**src/logic/asp_pkg.sv**
```systemverilog
package asp_pkg;
	localparam int SMP_W        = 24;
	localparam int CH_W         = 5;
	localparam int CNT_W        = 6;
	localparam int BLK_W        = 8;
	localparam int PRE_W        = 2;
	localparam int WORD_W       = SMP_W + CH_W + PRE_W + 1;
	localparam int FIFO_DEPTH   = 16;
	localparam int BLOCK_FRAMES = 192;
	localparam int ADDR_W       = 4;
	localparam int DATA_W       = 32;

	typedef logic [CNT_W-1:0]  asp_cnt_t;
	typedef logic [CH_W-1:0]   asp_ch_t;
	typedef logic [BLK_W-1:0]  asp_blk_t;
	typedef logic [PRE_W-1:0]  asp_pre_t;
	typedef logic [ADDR_W-1:0] asp_addr_t;
	typedef logic [1:0]        asp_resp_t;

	localparam asp_cnt_t  MAX_CH   = 6'h20;
	localparam asp_cnt_t  MIN_CH   = 6'h02;
	localparam asp_blk_t  BLK_LAST = asp_blk_t'(BLOCK_FRAMES - 1);

	// Preamble codes carried beside every sample.
	localparam asp_pre_t  PRE_X = 2'h0;
	localparam asp_pre_t  PRE_Y = 2'h1;
	localparam asp_pre_t  PRE_Z = 2'h2;

	localparam asp_addr_t ADDR_STATUS = 4'h0;
	localparam asp_addr_t ADDR_COUNT  = 4'h4;
	localparam int        ST_ERR_BIT   = 0;
	localparam int        ST_FRAME_LSB = 8;
	localparam asp_resp_t RESP_OKAY   = 2'h0;
	localparam asp_resp_t RESP_SLVERR = 2'h2;

	function automatic asp_pre_t pre_for(input asp_ch_t ch, input logic first);
		if (ch[0])
			return PRE_Y;
		else if (first)
			return PRE_Z;
		else
			return PRE_X;
	endfunction
endpackage

```
**src/logic/asp_stream_if.sv**
```systemverilog
`timescale 1ns/100ps
interface asp_stream_if;
	logic [asp_pkg::SMP_W-1:0]  tdata;   // Sample, zero in unused slots.
	asp_pkg::asp_ch_t           tchan;   // Channel index of the sample.
	asp_pkg::asp_pre_t          tpre;    // Preamble code.
	logic                       tlast;   // Last channel of a sample period.
	logic                       tvalid;  // Source holds a sample.
	logic                       tready;  // Sink takes it.
	asp_pkg::asp_addr_t         araddr;  // Control read address.
	logic                       arvalid; // Read address valid.
	logic                       arready; // Read address taken.
	logic [asp_pkg::DATA_W-1:0] rdata;   // Read data.
	asp_pkg::asp_resp_t         rresp;   // Read response.
	logic                       rvalid;  // Read data valid.
	logic                       rready;  // Read data taken.
	logic                       aclken;  // Control port clock enable.

	modport src (
		output tdata, tchan, tpre, tlast, tvalid, araddr, arvalid, rready, aclken,
		input  tready, arready, rdata, rresp, rvalid
	);
	modport snk (
		input  tdata, tchan, tpre, tlast, tvalid, araddr, arvalid, rready, aclken,
		output tready, arready, rdata, rresp, rvalid
	);
endinterface

```
**src/logic/asp_sink.sv**
```systemverilog
`timescale 1ns/100ps
module asp_fifo #(
	parameter int WIDTH = 32, // Word width.
	parameter int DEPTH = 16  // Word count, a power of two.
) (
	input  wire logic             core_clk,  // Clock.
	input  wire logic             reset_n,   // Asynchronous reset, active low.
	input  wire logic [WIDTH-1:0] in_data,   // Word in.
	input  wire logic             in_valid,  // Word offered.
	output logic                  in_ready,  // Room for a word.
	output logic [WIDTH-1:0]      out_data,  // Oldest word.
	output logic                  out_valid, // FIFO not empty.
	input  wire logic             out_ready  // Oldest word taken.
);
	localparam int AW = $clog2(DEPTH);

	logic [WIDTH-1:0] mem [DEPTH];
	logic [AW:0]      wr_ptr;
	logic [AW:0]      rd_ptr;

	assign in_ready  = (wr_ptr ^ rd_ptr) != {1'b1, {AW{1'b0}}};
	assign out_valid = wr_ptr != rd_ptr;
	assign out_data  = mem[rd_ptr[AW-1:0]];

	always_ff @(posedge core_clk)
	begin
		if (in_valid && in_ready)
			mem[wr_ptr[AW-1:0]] <= in_data;
	end

	always_ff @(posedge core_clk or negedge reset_n)
	begin
		if (!reset_n)
		begin
			wr_ptr <= '0;
			rd_ptr <= '0;
		end
		else
		begin
			if (in_valid && in_ready)
				wr_ptr <= wr_ptr + 1'b1;
			if (out_valid && out_ready)
				rd_ptr <= rd_ptr + 1'b1;
		end
	end
endmodule // asp_fifo

module asp_sink (
	input  wire logic                  core_clk,  // 200 MHz clock.
	input  wire logic                  reset_n,   // Asynchronous reset, active low.
	asp_stream_if.snk                  link,      // Stream and control port.
	output logic [asp_pkg::SMP_W-1:0]  out_data,  // Sample.
	output asp_pkg::asp_ch_t           out_chan,  // Channel index.
	output asp_pkg::asp_pre_t          out_pre,   // Preamble code.
	output logic                       out_last,  // Last channel of a period.
	output logic                       out_valid, // Sample held.
	input  wire logic                  out_ready, // Downstream takes it.
	output logic                       seq_error  // Sticky sequence error.
);
	logic [asp_pkg::WORD_W-1:0] f_data;
	logic                       f_valid;
	logic                       f_ready;
	logic                       take;
	logic                       bad;
	logic                       ar_hs;
	logic                       clr_err;
	logic                       ctl_up;
	asp_pkg::asp_ch_t           exp_ch;
	asp_pkg::asp_blk_t          frame;
	logic [asp_pkg::DATA_W-1:0] count;
	logic [asp_pkg::DATA_W-1:0] rdata;
	asp_pkg::asp_resp_t         rresp;
	logic                       rvalid;

	asp_fifo #(
		.WIDTH(asp_pkg::WORD_W),
		.DEPTH(asp_pkg::FIFO_DEPTH)
	) asp_fifo_i (
		.core_clk (core_clk),
		.reset_n  (reset_n),
		.in_data  ({link.tdata, link.tchan, link.tpre, link.tlast}),
		.in_valid (link.tvalid),
		.in_ready (link.tready),
		.out_data (f_data),
		.out_valid(f_valid),
		.out_ready(f_ready)
	);

	// The output register only reloads when downstream frees it.
	assign f_ready = !out_valid || out_ready;

	always_ff @(posedge core_clk or negedge reset_n)
	begin
		if (!reset_n)
		begin
			out_valid <= 1'b0;
			{out_data, out_chan, out_pre, out_last} <= '0;
		end
		else if (f_ready)
		begin
			out_valid <= f_valid;
			if (f_valid)
				{out_data, out_chan, out_pre, out_last} <= f_data;
		end
	end

	// Sequence check on the incoming stream against the shared block count.
	assign take = link.tvalid && link.tready;
	assign bad  = take && (link.tchan != exp_ch ||
		link.tpre != asp_pkg::pre_for(link.tchan, frame == '0));

	always_ff @(posedge core_clk or negedge reset_n)
	begin
		if (!reset_n)
		begin
			exp_ch <= '0;
			frame  <= '0;
			count  <= '0;
		end
		else if (take)
		begin
			count <= count + 1'b1;
			if (link.tlast)
			begin
				exp_ch <= '0;
				frame  <= (frame == asp_pkg::BLK_LAST) ? '0 : frame + 1'b1;
			end
			else
				exp_ch <= exp_ch + 1'b1;
		end
	end

	// A fresh error wins over a clearing status read in the same cycle.
	always_ff @(posedge core_clk or negedge reset_n)
	begin
		if (!reset_n)
			seq_error <= 1'b0;
		else if (bad)
			seq_error <= 1'b1;
		else if (clr_err)
			seq_error <= 1'b0;
	end

	// The port stays silent through reset and for one edge after it.
	always_ff @(posedge core_clk or negedge reset_n)
	begin
		if (!reset_n)
			ctl_up <= 1'b0;
		else
			ctl_up <= 1'b1;
	end

	assign link.arready = ctl_up && link.aclken && !rvalid;
	assign ar_hs        = link.arvalid && link.arready;
	assign clr_err      = ar_hs && link.araddr == asp_pkg::ADDR_STATUS;

	always_ff @(posedge core_clk or negedge reset_n)
	begin
		if (!reset_n)
		begin
			rvalid <= 1'b0;
			rdata  <= '0;
			rresp  <= asp_pkg::RESP_OKAY;
		end
		else if (ar_hs)
		begin
			rvalid <= 1'b1;
			rdata  <= '0;
			rresp  <= asp_pkg::RESP_OKAY;
			if (link.araddr == asp_pkg::ADDR_STATUS)
			begin
				rdata[asp_pkg::ST_ERR_BIT] <= seq_error;
				rdata[asp_pkg::ST_FRAME_LSB +: asp_pkg::BLK_W] <= frame;
			end
			else if (link.araddr == asp_pkg::ADDR_COUNT)
				rdata <= count;
			else
				rresp <= asp_pkg::RESP_SLVERR;
		end
		else if (rvalid && link.rready && link.aclken)
			rvalid <= 1'b0;
	end

	assign link.rdata  = rdata;
	assign link.rresp  = rresp;
	assign link.rvalid = rvalid;

endmodule // asp_sink

```
**src/flat_wrapper.sv**
```systemverilog
// flat-port wrapper written by rule: the top's interface ports become plain ports
module asp_sink_flat 
  (core_clk, reset_n, out_data, out_chan, out_pre, out_last, out_valid, out_ready, seq_error, link_tdata, link_tchan, link_tpre, link_tlast, link_tvalid, link_araddr, link_arvalid, link_rready, link_aclken, link_tready, link_arready, link_rdata, link_rresp, link_rvalid);
  asp_stream_if link_i ();
  input  wire logic core_clk;
  input  wire logic reset_n;
  output logic [asp_pkg::SMP_W-1:0] out_data;
  output asp_pkg::asp_ch_t out_chan;
  output asp_pkg::asp_pre_t out_pre;
  output logic out_last;
  output logic out_valid;
  input  wire logic out_ready;
  output logic seq_error;
  input wire logic [$bits(link_i.tdata)-1:0] link_tdata;
  input wire logic [$bits(link_i.tchan)-1:0] link_tchan;
  input wire logic [$bits(link_i.tpre)-1:0] link_tpre;
  input wire logic [$bits(link_i.tlast)-1:0] link_tlast;
  input wire logic [$bits(link_i.tvalid)-1:0] link_tvalid;
  input wire logic [$bits(link_i.araddr)-1:0] link_araddr;
  input wire logic [$bits(link_i.arvalid)-1:0] link_arvalid;
  input wire logic [$bits(link_i.rready)-1:0] link_rready;
  input wire logic [$bits(link_i.aclken)-1:0] link_aclken;
  output wire logic [$bits(link_i.tready)-1:0] link_tready;
  output wire logic [$bits(link_i.arready)-1:0] link_arready;
  output wire logic [$bits(link_i.rdata)-1:0] link_rdata;
  output wire logic [$bits(link_i.rresp)-1:0] link_rresp;
  output wire logic [$bits(link_i.rvalid)-1:0] link_rvalid;
  assign link_i.tdata = link_tdata;
  assign link_i.tchan = link_tchan;
  assign link_i.tpre = link_tpre;
  assign link_i.tlast = link_tlast;
  assign link_i.tvalid = link_tvalid;
  assign link_i.araddr = link_araddr;
  assign link_i.arvalid = link_arvalid;
  assign link_i.rready = link_rready;
  assign link_i.aclken = link_aclken;
  assign link_tready = link_i.tready;
  assign link_arready = link_i.arready;
  assign link_rdata = link_i.rdata;
  assign link_rresp = link_i.rresp;
  assign link_rvalid = link_i.rvalid;
  asp_sink u_core (.core_clk(core_clk), .reset_n(reset_n), .link(link_i), .out_data(out_data), .out_chan(out_chan), .out_pre(out_pre), .out_last(out_last), .out_valid(out_valid), .out_ready(out_ready), .seq_error(seq_error));
endmodule
```
**config.mk**
```make
export PLATFORM = sky130hd
export DESIGN_NAME = asp_sink_flat
export DESIGN_NICKNAME = d
export VERILOG_FILES = /design/src/logic/asp_pkg.sv /design/src/logic/asp_stream_if.sv /design/src/logic/asp_sink.sv /design/src/flat_wrapper.sv
export SDC_FILE = /design/constraint.sdc
export NUM_CORES = 1
export LEC_CHECK = 0
export BUFFER_PORTS_ARGS = -buffer_cell sky130_fd_sc_hd__buf_2
export CELL_PAD_IN_SITES_DETAIL_PLACEMENT = 1
export CELL_PAD_IN_SITES_GLOBAL_PLACEMENT = 1
export CORE_AREA = 2 2 286 288
export DETAILED_ROUTE_END_ITERATION = 8
export DIE_AREA = 0 0 288 290
export GPL_ROUTABILITY_DRIVEN = 0
export PLACE_DENSITY_LB_ADDON = 0.1
export SKIP_CTS_REPAIR_TIMING = 1
export SLEW_MARGIN = 0
export SYNTH_ARGS = -nofsm -noshare
export SYNTH_HDL_FRONTEND = slang
export SYNTH_SLANG_ARGS = --single-unit
```
**constraint.sdc**
```tcl
create_clock -name core_clk -period 12.91 [get_ports core_clk]
set_input_delay 3.2275 -clock core_clk [delete_from_list [all_inputs] [get_ports core_clk]]
set_output_delay 3.2275 -clock core_clk [all_outputs]
set_load 0.01 [all_outputs]
```
**Word level (Yosys, flattened, before mapping)**

Memories as Yosys holds them, arrays and structs flattened. A register that Yosys moved wholly into a read port is not among the register bits.
Cells that the tools add are included.

- Flip-flop bits (word level): 93
- RAM bits: 512
- Input bits: 43
- Output and inout bits: 71
- Logic and storage cells: 61
- Memories: 1

- $add $sub $neg: 5
- Equal/unequal tests: 6
- Muxes and demuxes: 17
- Bitwise logic cells: 1
- Reductions and logical operators: 20

Memory list:

| memory | words | bits a word | read ports | clocked after Yosys merged registers in | wr ports | RTL line | text |
|---|---|---|---|---|---|---|---|
| u_core.asp_fifo_i.mem | 16 | 32 | 1 | 1 | 1 | asp_sink.sv:17 | `logic [WIDTH-1:0] mem [DEPTH];` |

Operator list:

| operator | number |
|---|---|
| $add 32x1->32 const B | 1 |
| $mux 32 | 1 |
| $mux 16 | 1 |
| $mux 8 | 2 |
| $add 5x1->5 const B | 3 |
| $ne 5x5->1 | 2 |
| $logic_and 1x1->1 | 9 |
| $add 8x1->8 const B | 1 |
| $eq 8x8->1 const B | 1 |
| $logic_not 8->1 | 1 |
| $mux 2 | 4 |
| $mux 1 | 7 |
| $mux 7 | 1 |
| $mux 5 | 1 |
| $ne 5x5->1 const B | 1 |
| $xor 5x5->5 | 1 |
| $eq 4x3->1 const B | 1 |
| $logic_not 4->1 | 1 |
| $reduce_and 2->1 | 2 |
| $reduce_bool 2->1 | 2 |
| $logic_not 1->1 | 3 |
| $logic_or 1x1->1 | 2 |
| $ne 2x2->1 | 1 |

**Depth between registers and ports, before layout**

Gate-level depths: netlist of the first run.

- Depth in word-level cells: 7
- Depth in mapped cells: 8

**Modules after synthesis**

A second synthesis of the first run with hierarchy kept.

- Cell total of the unflattened synthesis: 1406
- Area, all modules: 25139.1 µm²

Modules (own cells, without submodules):

| module | times used | cells each | area an instance (µm²) | seq. area each (µm²) |
|---|---|---|---|---|
| asp_fifo | 1 | 1008 | 20246.9 | 15625.0 |
| asp_sink | 1 | 398 | 4892.2 | 2852.7 |

**Worst setup path before layout of the first run**

No wires, ideal clock.

- Kind: input to output
- Start: input link_aclken
- End: output link_arready
- Arrival time: 3.435 ns
- Path slack: 6.248 ns
- Cell stages on the path: 1
- Path through: and3b_1

- Longest elaborated chain between the ends: 2

RTL lines:

| element | RTL line | text |
|---|---|---|
| from (decl) | flat_wrapper.sv:22 | `input wire logic [$bits(link_i.aclken)-1:0] link_aclken;` |
| $logic_and 1x1->1 (2 in a row) | asp_sink.sv:153 | `assign link.arready = ctl_up && link.aclken && !rvalid;` |
| to (decl) | flat_wrapper.sv:24 | `output wire logic [$bits(link_i.arready)-1:0] link_arready;` |

Every way passes these cells.

**Worst setup path after layout of the first run**

Ends and elaborated chain as after synthesis.

==> flow_results.org, run 1 <==
** Drt
- Once detail routing completed, the nets flagged for antenna violations numbered 0.
- DR vias/cell :: 4.83
- Post-Route WL :: 60.4 mm
- 1st-pass router iterations :: 6
- Drc violations :: 0
- For this block, the via count after detailed routing is 12,100.
- For this block, the initial DRC count from the detailed router was 702.
- Dividing the detail-routed wire length by the instance count gives 24.1 µm.

** Critical path
- Path depth of the worst reg2reg path :: 5
- STA puts the critical path data required time at 9.68 ns.
- The worst register-to-register path begins at u_core.link.rvalid.
- Type of origin of the critical path :: primary input
- Data on the critical path arrives at its endpoint at 3.65 ns.
- Register-to-register setup slack :: 9.53 ns
- Highest fanout seen on the critical path :: 2
- Endpoint of the worst register-to-register path :: u_core.link.rdata[29]
- STA classifies the critical path endpoint as an output pin.
- The critical path is of the primary input to output pin type.

** Power and ir drop
- Summed over all nets, the switching power comes to 1.85 mW.
- For this design the static power due to leakage is 10.0 nW.
- The internal power of the cells totals 4.36 mW.
- Of the total power, combinational logic draws 0.248.
- Of the total power, the share spent switching nets is 0.298.
- Across the VDD grid, the largest voltage drop is 0.170 mV.
- The share of total power dissipated in sequential elements is 0.430.
- Clock share of power :: 0.322
- Power spread over the standard cell area amounts to 216 mW/mm².

** Die
- The die is 288 µm wide.
- During I/O placement, the number of pins put on the boundary was 114.
- For this configuration, the core starts out at a cell density of 0.308.
- The die is 290 µm tall.
- The core region is 0.0802 mm².
- The die covers 0.0835 mm².
- Site row count :: 104

** Clock network
- Insertion delay to the later sink of the worst-skew pair :: 0.60 ns
- CTS tree :: yes
- CTS Buf Count :: 74
- CTS built an H-tree with a depth of 3.
- Buffer type at the clock tree root :: sky130_fd_sc_hd__clkbuf_16
- The longest clock path from root to sink contains 3 buffers.
- CTS clk-pin slew, worst paths :: 0.06 ns
- The clock drives 636 sinks.

** Place
- Before CTS, the worst setup slack after placement is 6.04 ns.
- In this run the tool buffered the top-level ports with 112 buffer cells.
- Once detailed placement completed, the half-perimeter wirelength came to 32.9 mm.
- Including well taps, the total number of placed cells is 2,376.

** Job
- The tool flagged a number of max-cap violations equal to 0.

** Final layout
- Share of layout cells above drive strength 1 :: 0.295
- Leaving out fill and tap cells, the most frequent cells in the layout are 512 x sky130_fd_sc_hd__edfxtp_1, 128 x sky130_fd_sc_hd__mux4_2, 122 x sky130_fd_sc_hd__dfrtp_1, 111 x sky130_fd_sc_hd__buf_2, 78 x sky130_fd_sc_hd__clkbuf_16.
- Antenna fix cells :: 0
- Synthesis-to-layout area growth :: 16.4%
- The net count of the finished layout is 1,444.
- Leaving out fill and tap cells, the most frequent cell in the layout is sky130_fd_sc_hd__edfxtp_1.
- Final std cells w/o fill :: 2,512

** Logic synthesis
- Library cell with the largest summed area after synthesis :: sky130_fd_sc_hd__edfxtp_1
- The area fraction in compound gates after synthesis was 0.0373.
- Of the total synthesized cell area, the portion taken by AND, OR, NAND and NOR gates is 0.0372.
- Net Count, Synth :: 1,303
- Synth Warn # :: 0
- Dividing the synthesized area by the synthesized cell count gives 19.7 µm².
- Multiplexer area fraction after synthesis :: 0.136
- Number of flops mapped to enable cells by yosys :: 512
- Dominant cells by area after synthesis :: sky130_fd_sc_hd__edfxtp_1 62%, sky130_fd_sc_hd__dfrtp_1 13%, sky130_fd_sc_hd__mux4_2 12%, sky130_fd_sc_hd__a22oi_1 1.9%, sky130_fd_sc_hd__mux2_2 1.5%
- For this run, the leading register cell type out of synthesis is sky130_fd_sc_hd__edfxtp_1.
- XOR/XNOR Fraction of Synth Area :: 0.0190
- For this run, the register share of the synthesized area comes to 0.748.
- Fraction of registers with async set or reset after synthesis :: 0.195
- Synth Cell Area :: 0.0247 mm²
- Adder-Cell Fraction of Synth Area :: 0.00456
- Count of cell types in the netlist :: 51
- Area fraction of the dominant cell type after synthesis :: 0.623
- Synthesis inferred 636 register bits.
- Count of mapped cells out of synthesis :: 1,251
- Main combinational cell family by area after synthesis :: multiplexers

** Hold path
- In this run the most critical hold path is launched from u_core.count[31].
- Worst Hold Class :: flop to flop
- Cells on Worst Hold Path :: 1
- The path with the worst hold slack has its endpoint at u_core.count[31].

** Timing
- For this run, the top clock speed supported by timing is 0.145 GHz.
- Post-route setup slack :: 6.03 ns
- Setup repair after global routing left no endpoint under its margin.
- In the finished design, the share of the clock period the worst path needs comes to 0.533.
- Final max-slew violation count :: 0
- Least-Margin Pin Slew :: 1.20 ns
- Final-report setup violation count :: 0
- Total count of hold-check failures in the final report :: 0
- Worst setup skew after layout :: 0.0251 ns
- Measured against its own limit, the worst slew margin works out to 0.200.
- Final-layout setup total negative slack :: 0 ns
- Counting I/O delays and the setup requirement, the final critical path takes 6.88 ns.

** Global route
- The total overflow left after global routing is 0.
- The via count of the first global-routing pass is 13,700.
- GRT Util Overall :: 0.148
- The first global-routing pass estimated 91.3 mm of wire.
- Entering global routing, the biggest net connects 101 pins.
- Initial antenna violation count :: 0

** Outcome
- The flow ran to the end, and the final reports show no timing, DRC or antenna violations.
-- metrics by stage --
| stage | power [mW] | utilization | hold slack (ns) | area (µm²) |
|---|---|---|---|---|
| floorplan | 3.76 | - | 0.442 | 24700 |
| global placement | 4.30 | 0.330 | 0.462 | 26400 |
| detailed placement | 4.31 | 0.330 | 0.468 | 26400 |
| CTS | 6.35 | 0.359 | 0.481 | 28800 |
| global route | 6.54 | 0.359 | 0.494 | 28800 |
| finish | 6.20 | 0.359 | 0.477 | 28800 |
-- layout make-up --
class / instances / area (µm²)
sequential: 636 / 18500
clock inverter: 29 / 199
timing repair buffer: 134 / 744
clock buffer: 107 / 2110
multi-input combinational: 535 / 5850
fill: 7950 / 51400
tap: 1060 / 1330
inverter: 11 / 41.3
-- cell families after synthesis --
family	Yosys count
xor gates and xnor gates	52
AOI/OAI and AO/OA	120
adders and majority gates	9
buffers and inverters	80
DFF	636
muxes	172
and+or+nand+nor	180
other	2
-- worst max-delay path by stage --
stage                   end        start  cells past startpoint  slack (ns)
2_1_floorplan  link_arready  link_aclken                      1        6.25
3_3_place_gp   link_arready  link_aclken                      3        6.03
3_5_place_dp   link_arready  link_aclken                      3        6.04
4_1_cts        link_arready  link_aclken                      3        6.03
5_1_grt        link_arready  link_aclken                      3        6.02
6_report       link_arready  link_aclken                      3        6.03
-- registers in the layout, summed over array words and instances (netlist names), 8 cells and up --
signal,count
u_core.asp_fifo_i.mem,512
u_core.count,32
u_core.frame,8
u_core.link.rdata,32
u_core.out_data,24
-- per-layer routing --
metal / GRT usage / part of all wire
met1: 0.202 / 0.46
met2: 0.244 / 0.49
met3: 0.0232 / 0.033
met4: 0.0399 / 0.017
met5: 0 / 0
-- worst max-delay path: stages --
cell,delay (ns)
sky130_fd_sc_hd__buf_2,0.11
sky130_fd_sc_hd__and3b_1,0.18
sky130_fd_sc_hd__buf_2,0.14
-- power by group through the flow --
stage	logic [mW]	clock network, mW	registers, mW
after detailed placement	1.60	0	2.72
after global placement	1.59	0	2.71
after global routing	1.70	2.14	2.71
after CTS	1.60	2.06	2.68
final	1.54	2.00	2.67
after floorplan	1.13	0	2.63
-- cells in the mapped netlist (all sizes together) (9+ instances only) --
library cell,instances
clkbuf,28
a22oi,64
ha,9
nand3,17
xor2,21
buf,41
dfrtp,124
edfxtp,512
mux2i,9
a22o,23
inv,11
mux4,128
nor2,23
mux2,35
nor3,12
nand4,14
and3,21
nand2,65
xnor2,31
o21ai,16
Note: power is estimated with default switching activity, not from simulation.
==> run 2: changes to the inputs <==
==> constraint.sdc (replaced) <==
create_clock -name core_clk -period 6.1 [get_ports core_clk]
set_input_delay 1.525 -clock core_clk [delete_from_list [all_inputs] [get_ports core_clk]]
set_output_delay 1.525 -clock core_clk [all_outputs]
set_load 0.01 [all_outputs]
==> run 2 against run 1 <==
Combinational power up 110%; clock power up 110%; first-iteration DRC count up 5.7%; register-to-register slack worse by 6.9 ns; worst setup slack worse by 3.9 ns; final area down 0.15%; worst hold slack better by 0.011 ns; sequential share of layout area up 0.098 points; cell count down 0.16%.
==> flow_results.org, run 2 (same netlist as run 1, synthesis figures left out) <==
** Power and ir drop
- Leakage power :: 9.98 nW
- Power density of the placed cells :: 457 mW/mm²
- VDD sags by at most 0.301 mV.
- Total chip power :: 13.1 mW

** Drt
- In the routed design, unresolved DRC markers number 0.
- Dividing the detail-routed via count by the number of cells gives 4.82.
- Post-Route WL :: 60.1 mm
- Antenna-violating nets left :: 0
- Summing over every cut layer, the via total after detailed routing is 12,100.
- After detailed routing, the average wire length per cell comes to 24.0 µm.
- In this run, the number of DRC markers left after iteration 0 of detailed routing was 742.
- The first detailed-routing pass took 4 iterations.

** Die
- The floorplan has 104 rows.
- For this configuration, the core starts out at a cell density of 0.308.
- Chip Width :: 288 µm
- After floorplanning, the core was sized to cover 0.0802 mm².
- Die Y :: 290 µm
- In this run the count of I/O pins placed on the die edge is 114.
- The die covers 0.0835 mm².

** Timing
- Setup violations remaining at the end of the flow were counted as 0.
- Worst setup skew after layout :: 0.0207 ns
- Fmax achieved :: 0.255 GHz
- For the pin with the worst max-slew slack, the measured transition is 1.08 ns.
- Total count of hold-check failures in the final report :: 0
- Relative slew slack :: 0.282
- The worst path needs 3.92 ns of the cycle, external delays included.
- The max-slew violation count came to 0.
- Final-layout setup total negative slack :: 0 ns
- RSZ-0062 raised after global routing :: false
- Of the available clock period, the critical path in the final layout requires 0.643.

** Global route
- Congestion Overflow GR :: 0
- The via count of the first global-routing pass came to 13,600.
- GRT Util Overall :: 0.147
- Largest net degree at the start of global routing :: 79
- The initial antenna violation count came to 1.
- The first global-routing pass estimated 90.7 mm of wire.

** Final layout
- In the final layout, the share of cells above drive strength 1 is 0.294.
- Max FFs per register :: 512
- The filler cells instantiated in the layout total 7,921.
- The library cells used most frequently in the layout, excluding fill and tap cells, are 512 x sky130_fd_sc_hd__edfxtp_1, 128 x sky130_fd_sc_hd__mux4_2, 122 x sky130_fd_sc_hd__dfrtp_1, 111 x sky130_fd_sc_hd__buf_2, 75 x sky130_fd_sc_hd__clkbuf_16.
- The library cell used most frequently in the layout, excluding fill and tap cells, is sky130_fd_sc_hd__edfxtp_1.
- The net count of the finished layout is 1,438.
- The finished cells cover 0.0287 mm².
- For this run, the share of the core covered by cells in the final layout is 0.358.
- The area growth from synthesis to layout is 16.3%.

** Clock network
- CTS tree :: yes
- CTS placed an instance of sky130_fd_sc_hd__clkbuf_16 at the clock tree root.
- H-tree level count :: 3
- Maximum root-to-sink buffer count :: 3
- CTS sink count :: 636
- Clock-pin slew was measured on the worst setup and hold paths at 0.05 ns.
- Clock tree synthesis inserted a total of 73 buffers.
- Insertion delay to the later sink of the worst-skew pair :: 0.61 ns

** Critical path
- Worst Setup End Kind :: output pin
- Highest fanout seen on the critical path :: 52
- Type of origin of the critical path :: flop
- The critical path goes through xnor2_1 -> nand4_4 -> nand2b_1 -> buf_2.
- At the worst endpoint, the arrival time is 2.40 ns.
- For the worst setup path, the data required time is 4.58 ns.
- The cell family contributing the most delay on the critical path is flip-flops.
- Longest individual stage delay on the worst path :: 0.98 ns
- Counting both buffers and inverters, the worst setup path holds a total of 1.
- Among all stages on the critical path, the largest delay is contributed by sky130_fd_sc_hd__dfrtp_4.
- The worst setup path is of the flop to output pin kind.

** Hold path
- The tightest min-delay check is of the flop to flop type.

** Place
- Port bufs :: 112
- Total placed instance area :: 0.0264 mm²
- Post-DP HPWL :: 34.3 mm

** Job
- Across the run, the number of max-cap violations was 0.

** Outcome
- Run status :: complete, no violations
## run 2: layout make-up
class                   count  area (µm²)  area share
repair buffers            129         707      0.0246
clock inverters            27         198     0.00689
clock buffers             108        2100      0.0732
diodes                      2        5.00    0.000174
well taps                1060        1330      0.0462
flip-flops and latches    636       18500       0.644
multi-input cells         535        5850       0.204
inverters                  11        41.3     0.00144
## run 2: final timing paths
check | start | endpoint | slack (ns) | depth (start not counted)
min in group asynchronous | reset_n | u_core.link.rdata[25] | 1.00 | 1
max | u_core.asp_fifo_i.rd_ptr[1] | link_tready | 2.18 | 4
max in group asynchronous | reset_n | u_core.out_data[1] | 4.19 | 2
min | u_core.count[31] | u_core.count[31] | 0.49 | 1
max reg2reg | u_core.asp_fifo_i.rd_ptr[1] | u_core.asp_fifo_i.mem[7][10] | 2.65 | 4
min reg2reg | u_core.count[31] | u_core.count[31] | 0.49 | 1
## run 2: metal layers
layer,GRT usage,wire length [µm],up-vias,part of all wire
li1,-,-,5348,-
met1,0.203,27200,6489,0.45
met2,0.237,29500,180,0.49
met3,0.0278,2540,64,0.042
met4,0.0360,862,0,0.014
met5,0,0,-,0
## run 2: power by group
| group | internal [mW] | switching, mW | total (mW) | leakage, nW |
|---|---|---|---|---|
| Sequential | 5.27 | 0.397 | 5.67 | 6.21 |
| Combinational | 1.46 | 1.79 | 3.25 | 2.65 |
| Clock | 2.44 | 1.77 | 4.21 | 1.12 |
| Total | 9.17 | 3.96 | 13.1 | 9.98 |
## run 2: per-stage QoR
stage	setup slack (ns)	cells	hold WS [ns]
2_1_floorplan	1.38	1251	0.442
3_3_place_gp	2.26	2371	0.476
3_5_place_dp	2.20	2371	0.478
4_1_cts	2.07	2506	0.492
5_1_grt	2.04	2506	0.517
6_report	2.18	2508	0.488
